`src/inc/adcrc_params.svh`:
```
// Purpose: named constants for the converter control block
// Assumes: 25 MHz reference clock
// Notes:   definitions only
`ifndef ADCRC_PARAMS_SVH
`define ADCRC_PARAMS_SVH
`define ADCRC_RES_W        12
`define ADCRC_BYTE_W       8
`define ADCRC_NIB_W        4
`define ADCRC_FULL_BITS    4'hC
`define ADCRC_SHORT_BITS   4'h8
`define ADCRC_STEP_NS      40
`define ADCRC_CLK_NS       40
`define ADCRC_STEP_CYC     ((`ADCRC_STEP_NS + `ADCRC_CLK_NS - 1) / `ADCRC_CLK_NS)
`define ADCRC_RES_RST      12'h000
`endif

```
`src/inc/adcrc_pkg.sv`:
```
// Purpose: types for the converter control block
// Assumes: nothing
// Notes:   states gray coded along idle -> convert -> done
package adcrc_pkg;
    typedef enum logic [1:0]
    {
        ADCRC_IDLE = 2'h0,
        ADCRC_CONV = 2'h1,
        ADCRC_DONE = 2'h3
    } adcrc_state_type;
endpackage

```
`src/design/adcrc_sync.sv`:
```
// Purpose: two-stage synchroniser for pin inputs
// Assumes: asynchronous inputs
// Notes:   first stage read only by the second
`timescale 1ns/10ps
module adcrc_sync
#(
    parameter int W = 1
)
(
    input  wire logic         i_ref_clk,
    input  wire logic         i_rst_b,
    input  wire logic [W-1:0] i_async,
    output logic      [W-1:0] o_sync
);
    // =====================================================
    // two flops per bit
    typedef struct packed
    {
        logic [W-1:0] s1;   // metastable stage
        logic [W-1:0] s2;   // clean stage
    } adcrc_sync_type;
    adcrc_sync_type st_reg;
    adcrc_sync_type st_next;

    // shift in
    always_comb
    begin
        st_next    = st_reg;
        st_next.s1 = i_async;
        st_next.s2 = st_reg.s1;
    end

    // register
    always_ff @(posedge i_ref_clk or negedge i_rst_b)
    begin
        if (!i_rst_b)
        begin
            st_reg <= '0;
        end
        else
        begin
            st_reg <= st_next;
        end
    end

    assign o_sync = st_reg.s2;
endmodule

```
`src/design/adcrc_top.sv`:
```
// Purpose: control of a 12-bit successive-approximation converter
// Assumes: comparator result arrives on i_cmp_high, one decision per step
// Notes:   three-state data lines given as data plus per-bit enable
//
// Behaviour
// - act only with enable high, select low
// - selector low at start: twelve-bit conversion
// - selector high at start: eight-bit conversion
// - byte read, selector low: upper eight bits
// - byte read, selector high: low nibble, zeros
// - format pin chooses bytes or word
// - word read drives all twelve bits
// - byte lanes overlap onto one bus
// - busy rises when conversion begins
// - busy falls when conversion finishes
// - conversion uninterruptible, no output meanwhile
// - clear register, decide bits msb first
// - ignore convert commands while busy
// - standalone: falling read/convert starts conversion
`timescale 1ns/10ps
`include "adcrc_params.svh"
module adcrc_top
(
    input  wire logic                     i_ref_clk,
    input  wire logic                     i_rst_b,
    input  wire logic                     i_chip_enable,
    input  wire logic                     i_chip_select_b,
    input  wire logic                     i_read_convert,
    input  wire logic                     i_byte_length_select,
    input  wire logic                     i_word_format,
    input  wire logic                     i_cmp_high,
    output logic                          o_conversion_busy,
    output logic [`ADCRC_RES_W-1:0]       o_data,
    output logic [`ADCRC_RES_W-1:0]       o_data_oe
);
    // =====================================================
    // input synchronisers
    logic [5:0] sync_w;   // synced pins
    adcrc_sync #(.W(6)) u_sync
    (
        .i_ref_clk (i_ref_clk),
        .i_rst_b   (i_rst_b),
        .i_async   ({i_chip_enable, i_chip_select_b, i_read_convert,
                     i_byte_length_select, i_word_format, i_cmp_high}),
        .o_sync    (sync_w)
    );
    logic ce_s;    // enable
    logic csb_s;   // select, active low
    logic rc_s;    // read high, convert low
    logic bls_s;   // byte/length selector
    logic wf_s;    // word format
    logic cmp_s;   // comparator says keep bit
    assign {ce_s, csb_s, rc_s, bls_s, wf_s, cmp_s} = sync_w;

    // =====================================================
    // state
    typedef struct packed
    {
        adcrc_pkg::adcrc_state_type st;    // sequencer state
        logic [`ADCRC_RES_W-1:0]    approximation_register;   // approximation register
        logic [`ADCRC_RES_W-1:0]    res;   // held result
        logic [3:0]                 idx;   // bits left
        logic [3:0]                 stop;  // bits remaining at end
        logic [7:0]                 step;  // step timer
        logic                       act_q; // previous convert command
        logic                       busy;  // status pin
        logic [`ADCRC_RES_W-1:0]    dout;  // data pins
        logic [`ADCRC_RES_W-1:0]    doe;   // data pin enables
    } adcrc_top_type;
    adcrc_top_type s_reg;
    adcrc_top_type s_next;

    localparam logic [7:0] STEP_CYC = 8'(`ADCRC_STEP_CYC);   // cycles per bit
    localparam int         LANE_TOP = `ADCRC_RES_W - 1;      // highest data lane
    localparam int         LANE_LOW = `ADCRC_NIB_W;          // lowest lane of the byte window

    logic sel_w;   // device selected
    logic cnv_w;   // convert command level
    logic rd_w;    // read command level
    assign sel_w = ce_s && !csb_s;
    assign cnv_w = sel_w && !rc_s;
    assign rd_w  = sel_w && rc_s;

    // =====================================================
    // next-state logic
    always_comb
    begin
        s_next       = s_reg;
        s_next.act_q = cnv_w;
        unique case (s_reg.st)
            adcrc_pkg::ADCRC_IDLE:
            begin
                // start on the rising edge of the convert level (read/convert falling); covers
                // both full-control and standalone wiring
                if (cnv_w && !s_reg.act_q)
                begin
                    s_next.st   = adcrc_pkg::ADCRC_CONV;
                    s_next.approximation_register  = `ADCRC_RES_RST;
                    s_next.idx  = `ADCRC_FULL_BITS;
                    s_next.stop = bls_s ? (`ADCRC_FULL_BITS - `ADCRC_SHORT_BITS)
                                        : 4'h0;
                    s_next.step = 8'h00;
                    s_next.busy = 1'b1;
                end
            end
            adcrc_pkg::ADCRC_CONV:
            begin
                // further commands ignored, no way out but completion
                if (s_reg.step == STEP_CYC - 8'h01)
                begin
                    s_next.step = 8'h00;
                    // trial bit decided msb first
                    s_next.approximation_register[s_reg.idx - 4'h1] = cmp_s;
                    s_next.idx = s_reg.idx - 4'h1;
                    if (s_reg.idx - 4'h1 == s_reg.stop)
                    begin
                        s_next.st = adcrc_pkg::ADCRC_DONE;
                    end
                end
                else
                begin
                    s_next.step = s_reg.step + 8'h01;
                end
            end
            adcrc_pkg::ADCRC_DONE:
            begin
                // latch result and release status in the same cycle
                s_next.res  = s_reg.approximation_register;
                s_next.busy = 1'b0;
                s_next.st   = adcrc_pkg::ADCRC_IDLE;
            end
            default:
            begin
                s_next.st = adcrc_pkg::ADCRC_IDLE;
            end
        endcase

        // output buffers: never during a conversion
        s_next.dout = '0;
        s_next.doe  = '0;
        if (rd_w && !s_next.busy && !s_reg.busy)
        begin
            if (wf_s)
            begin
                s_next.dout = s_next.res;
                s_next.doe  = '1;
            end
            else if (!bls_s)
            begin
                // upper byte lanes: top eight bits
                s_next.dout[LANE_TOP:LANE_LOW] = s_next.res[LANE_TOP:LANE_LOW];
                s_next.doe[LANE_TOP:LANE_LOW]  = '1;
            end
            else
            begin
                // low nibble left-justified on the same lanes, zeros below
                s_next.dout[LANE_TOP:LANE_LOW] = {s_next.res[LANE_LOW-1:0],
                                                  {`ADCRC_NIB_W{1'b0}}};
                s_next.doe[LANE_TOP:LANE_LOW]  = '1;
            end
        end
    end

    // =====================================================
    // state register
    always_ff @(posedge i_ref_clk or negedge i_rst_b)
    begin
        if (!i_rst_b)
        begin
            s_reg     <= '0;
            s_reg.st  <= adcrc_pkg::ADCRC_IDLE;
            s_reg.res <= `ADCRC_RES_RST;
        end
        else
        begin
            s_reg <= s_next;
        end
    end

    assign o_conversion_busy = s_reg.busy;
    assign o_data            = s_reg.dout;
    assign o_data_oe         = s_reg.doe;
endmodule

```
`config.mk`:
```
export PLATFORM = sky130hd
export DESIGN_NAME = adcrc_top
export DESIGN_NICKNAME = d
export VERILOG_FILES = /design/src/inc/adcrc_pkg.sv /design/src/design/adcrc_sync.sv /design/src/design/adcrc_top.sv
export VERILOG_INCLUDE_DIRS = /design/src /design/src/inc
export SDC_FILE = /design/constraint.sdc
export NUM_CORES = 1
export LEC_CHECK = 0
export BUFFER_PORTS_ARGS = -buffer_cell sky130_fd_sc_hd__clkbuf_2
export CAP_MARGIN = 20
export CORE_MARGIN = 10
export CORE_UTILIZATION = 45
export DETAILED_ROUTE_END_ITERATION = 16
export SLEW_MARGIN = 20
export SYNTH_ARGS = -nofsm -noshare
export SYNTH_HDL_FRONTEND = slang
export SYNTH_SLANG_ARGS = --single-unit
```
`constraint.sdc`:
```
create_clock -name i_ref_clk -period 2.43 [get_ports i_ref_clk]
set_input_delay 0.3645 -clock i_ref_clk [delete_from_list [all_inputs] [get_ports i_ref_clk]]
set_output_delay 0.3645 -clock i_ref_clk [all_outputs]
set_load 0.05 [all_outputs]
```
; ---- After elaboration in Yosys (flattened, before gate mapping)
; Cells that the tools add are included.
[word_totals]
register_bits = 80
input_bits = 8
[op_classes]
add_sub_neg = 2
n_eq_ne = 6
magnitude_cmp = 2
n_reduce_logical = 19
n_mux = 22
[ops]
columns = operator, n
row1 = $mux 14, 2
row2 = $mux 24, 1
row3 = $mux 8, 3
row4 = $pmux 12 s2, 1
row5 = $mux 16, 1
row6 = $pmux 8 s2, 1
row7 = $bwmux 12, 1
row8 = $mux 12, 1
row9 = $mux 4, 3
row10 = $add 8x1->8 const B, 1
row11 = $logic_not 8->1, 1
row12 = $pmux 4 s2, 1
row13 = $logic_and 1x1->1, 7
row14 = $ne 2x2->1 const B, 3
row15 = $reduce_and 3->1, 2
row16 = $logic_not 1->1, 5
row17 = $lt 4x5->1 const B, 1
row18 = $demux 1 s4, 1
row19 = $eq 4x4->1, 1
row20 = $ge 4x1->1 const B, 1
row21 = $pmux 2 s2, 1
row22 = $reduce_and 2->1, 2
row23 = $sub 4x1->4 const B, 1
row24 = $mux 3, 1
row25 = other kinds (7), 8

; ---- Logic depth before layout (Yosys ltp)
[depth]
depth_word = 10
depth_mapped = 8
ltp_nobuf = 7

; ---- Modules after synthesis
; A second synthesis with hierarchy kept.
[unflattened]
hier_cells = 284
area_unflattened_um2 = 3130.5
[by_module_without_submodules]
columns = mod, seq_area_each_um2, cells_per_inst, instances, area_each_um2
row1 = adcrc_top, 1376.3, 272, 1, 2830.2
row2 = adcrc_sync, 300.3, 12, 1, 300.3

; ---- Worst setup path after synthesis
; OpenSTA, ideal clock, no wires.
[synth_path]
path_kind = register to register
start = register s_reg[32] in the netlist's numbering
end = register s_reg[57] in the netlist's numbering
path_slack_ns = 0.622
n_path_buf = 1
t_required_ns = 2.361
stages_incl_launch_ff = 7
period_less_slack_ns = 1.808
arrival_ns = 1.738
setup_time_ns = 0.069
cell_sequence = dfrtp_1 > nor4_2 > nand3_2 > a21o_1 > buf_6 > or4_1 > nand3_1
[synth_via]
elab_chain_len = 3
[synth_lines]
columns = element, line
row1 = "start, declared", adcrc_top.sv:70  ; adcrc_top_type s_reg;
row2 = "start signal, assigned", adcrc_top.sv:176  ; s_reg <= s_next;
row3 = $logic_not 8->1, adcrc_top.sv:109  ; if (s_reg.step == STEP_CYC - 8'h01)
row4 = $ne 2x2->1 (no source line), --
row5 = $reduce_and 3->1 (no source line), --
; Every way passes these cells.
; A chain may end at the register's enable or synchronous reset.

; ---- Worst setup path after layout
[layout_path]
start = register s_reg[38] in the netlist's numbering
end = register s_reg[56] in the netlist's numbering
[layout_via]
elab_chain_len = 8
word_cells_on_any_way = 9
cone_classes = add/sub: 1 / order compare: 2 / mux: 5 / reduce/logical: 1
[layout_lines]
columns = element, line
row1 = $sub 4x1->4 *, adcrc_top.sv:113  ; s_next.approximation_register[s_reg.idx - 4'h1] = cmp_s;
row2 = $lt 4x5->1 (not written as such) / $ge 4x1->1 (equally long branches), adcrc_top.sv:113
row3 = $logic_and 1x1->1 (not written as such), adcrc_top.sv:113
row4 = $mux 1 (not written as such), adcrc_top.sv:113
row5 = $demux 1 s4 *, adcrc_top.sv:113
row6 = $bwmux 12 *, adcrc_top.sv:113
row7 = $mux 14 *, adcrc_top.sv:109
row8 = $pmux 12 s2 *, adcrc_top.sv:90  ; unique case (s_reg.st)
; Mark *: on every way between the ends. The rest lies on a longest branch, timed or not. The select of a mux whose other input is x is not followed.

==> results.py <==
metrics = {
    "outcome": {
        "outcome": "finished, final reports clean",
    },
    "worst_setup_path": {
        "cp_top_family": "flip-flops",
        "worstSetupPathType": "reg -> reg",
        "endpoint_kind": "flop",
        "r2r_start": "s_reg[38]$_DFFE_PN0P_",
        "worstPathRequired_ps": 2650,
        "path_cells": "inv_1 -> ha_1 -> xnor2_1 -> nor3b_1 -> a21oi_1 -> a21oi_1 -> o21ai_0",
        "critPathMaxStageDelay_ps": 500,
        "critPathMaxFanout": 9,
        "cp-start-kind": "flop",
        "crit_top_cell": "a21oi_1",
        "reg2reg_setup_slack_ps": 310,
        "worst-path-buf-inv": 1,
        "ff2ff_path_depth": 7,
        "cp.arrival_ps": 2340,
        "r2r-end": "s_reg[56]$_DFFE_PN0P_",
        "slowest_stage": "dfrtp_1",
    },
    "sta": {
        "slew_violations": 0,
        "setup_violations": 0,
        "worstMarginPinSlew_ps": 714,
        "maxSlewHeadroom_pct": 52.4,
        "fmax_mhz": 472,
        "period_minus_slack_ps": 2120,
        "hold_viol": 0,
        "fin_hold_ws_ps": 33.2,
        "finalCritPeriodShare_pct": 87.2,
        "fin_skew_ps": 8.10,
        "rsz0062_at_grt": "false",
        "timing.setup.tns_ps": 0,
    },
    "die": {
        "fp.dieH_um": 103,
        "num_rows": 30,
        "die_w_um": 103,
        "dieArea_um2": 10600,
        "initial_utilization_pct": 45.9,
        "core_um2": 6760,
        "ios": 33,
    },
    "logic_synthesis": {
        "syn-num-nets": 303,
        "syn_area_um2": 3100,
        "ys_warn_count": 0,
        "synthSimpleGateAreaFrac_pct": 16.3,
        "synthMuxAreaShare_pct": 6.66,
        "yosys.area_share.adder_pct": 3.63,
        "synth-seq-cells": 67,
        "avgSynthCellArea_um2": 10.8,
        "synth_edf_count": 0,
        "synth-seq-area-share_pct": 54.1,
        "synthArstFlopShare_pct": 100,
        "synth-compound-area-share_pct": 9.45,
        "synth_top_family_by_area": "simple AND/OR/NAND/NOR gates",
        "synth_xor_area_share_pct": 1.41,
        "synth_ff_type": "dfrtp_1",
        "ys_types": 43,
        "synthCells": 286,
    },
    "finish": {
        "area_growth_pct": 8.72,
        "drive_gt1_share_pct": 23.5,
        "largest_reg_flops": 40,
        "nNetsFinal": 318,
        "design_area_um2": 3370,
        "n_antenna_cell": 0,
    },
    "power": {
        "p_leak_nw": 1.64,
        "power_density_nw_per_um2": 1160,
        "power.total_mw": 3.91,
        "vdd_ir_drop_max_uv": 595,
    },
    "job": {
        "max-cap-violations": 0,
    },
    "grt": {
        "grt_pass1_vias": 2037,
        "grt_max_degree": 42,
        "grt.overflow.total": 0,
        "grt_first_pass_wirelength_mm": 9.81,
        "grtUsageTotal_pct": 11.7,
        "antenna_found_initial": 0,
    },
    "detailed_routing": {
        "drc": 0,
        "dr.pass1.iters": 4,
        "ant_nets": 0,
        "drtIter0Drc": 96,
        "wirelength_mm": 5.67,
        "viasPerCell": 5.14,
        "num_vias": 1985,
        "routedWlPerCell_um": 14.7,
    },
    "place": {
        "io_buffers": 32,
        "dp_hpwl_mm": 4.06,
        "dpl_cell_area_um2": 3190,
        "routabilityCongestion": 0.834,
    },
    "clock_tree": {
        "clockBufferDepth": 2,
        "cts_made_buffers": 9,
        "cts-root-buf": "clkbuf_8",
        "cts.sinks": 67,
        "cts_setup_buffers": 0,
        "holdBufCountCts": 0,
        "ctsResizeCount": 0,
        "cts_tree": "done",
        "clk_pin_slew_worst_paths_ps": 80,
        "h-tree-depth": 3,
        "insertion_delay_ps": 340,
    },
    "hold_path": {
        "hp-class": "in -> async",
    },
}
[cells in the mapped netlist, drive strengths merged (2+ instances only)]
cell type | count | area, µm²
mux2i | 6 | 60.1
a31oi | 2 | 12.5
mux2 | 13 | 146
buf | 28 | 205
or3 | 5 | 31.3
a21oi | 18 | 93.8
o22a | 3 | 26.3
clkbuf | 7 | 26.3
nor3 | 4 | 20.0
xnor2 | 5 | 43.8
nand3 | 14 | 75.1
ha | 9 | 113
and3 | 8 | 50.1
nand3b | 2 | 15.0
nor4 | 2 | 18.8
nor3b | 2 | 15.0
o21ai | 15 | 75.1
nand4 | 5 | 31.3
inv | 7 | 26.3
dfrtp | 67 | 1680
o211ai | 2 | 15.0
nand2 | 30 | 113
nor2b | 2 | 12.5
a21o | 4 | 30.0
nor2 | 13 | 48.8
nand4bb | 2 | 22.5
[routing by layer]
layer	share of wire [%]	global-route usage, %
met4	1.3	4.60
met2	46	17.8
met1	48	15.0
met3	4.6	3.89
met5	0	0
[cell usage in the layout, fill, tap and decap left out, types with 5 or more instances in the layout]
cell	synthesis	final
buf_4	24	6
clkbuf_8	0	9
and3_1	8	8
a21oi_1	17	17
nand3_1	13	13
inv_1	7	7
clkbuf_2	0	31
mux2i_1	6	6
xnor2_1	5	5
nand2_1	30	30
nor2_1	13	13
or3_1	5	5
ha_1	9	9
nand4_1	5	5
mux2_2	13	13
o21ai_0	15	15
dfrtp_1	67	67
[report_power, final]
group / internal (mW) / switching [mW]
clock network: 0.377 / 0.455
logic: 0.581 / 0.905
registers: 1.39 / 0.205
total: 2.35 / 1.56
[worst max-delay path by stage]
stage                           from                    end  slack [ps]  depth (start not counted)
3_3_place_gp   s_reg[38]$_DFFE_PN0P_  s_reg[54]$_DFFE_PN0P_         340                          7
3_5_place_dp   s_reg[38]$_DFFE_PN0P_  s_reg[55]$_DFFE_PN0P_         320                          7
5_1_grt        s_reg[38]$_DFFE_PN0P_  s_reg[56]$_DFFE_PN0P_          20                          7
2_1_floorplan  s_reg[32]$_DFFE_PN0P_  s_reg[57]$_DFFE_PN0P_         620                          6
6_report       s_reg[38]$_DFFE_PN0P_  s_reg[56]$_DFFE_PN0P_         310                          7
4_1_cts        s_reg[38]$_DFFE_PN0P_  s_reg[56]$_DFFE_PN0P_         310                          7
[cell type report]
class                           count  area [µm²]
Sequential cell                    67        1680
Clock inverter                      7        52.6
Tap cell                           80         100
Inverter                            8        30.0
Fill cell                         629        3390
Timing Repair Buffer               39         225
Multi-Input combinational cell    176        1160
Clock buffer                        9         124
[per-stage QoR]
step,utilization (%),setup slack (ps),instances
final,49.9,311,386
after global routing,49.9,15.6,386
after floorplan,-,622,286
after global placement,47.2,344,370
after detailed placement,47.2,322,370
after CTS,49.9,308,386
[logic make-up (layout without fill, tap and decap cells)]
family,after synthesis,after routing
xor+xnor,5,5
compound gates,49,49
simple gates,94,94
buf+inv,43,63
mux,19,19
flops,67,67
fa+ha+maj,9,9
Power figures use the tool's default switching activity.
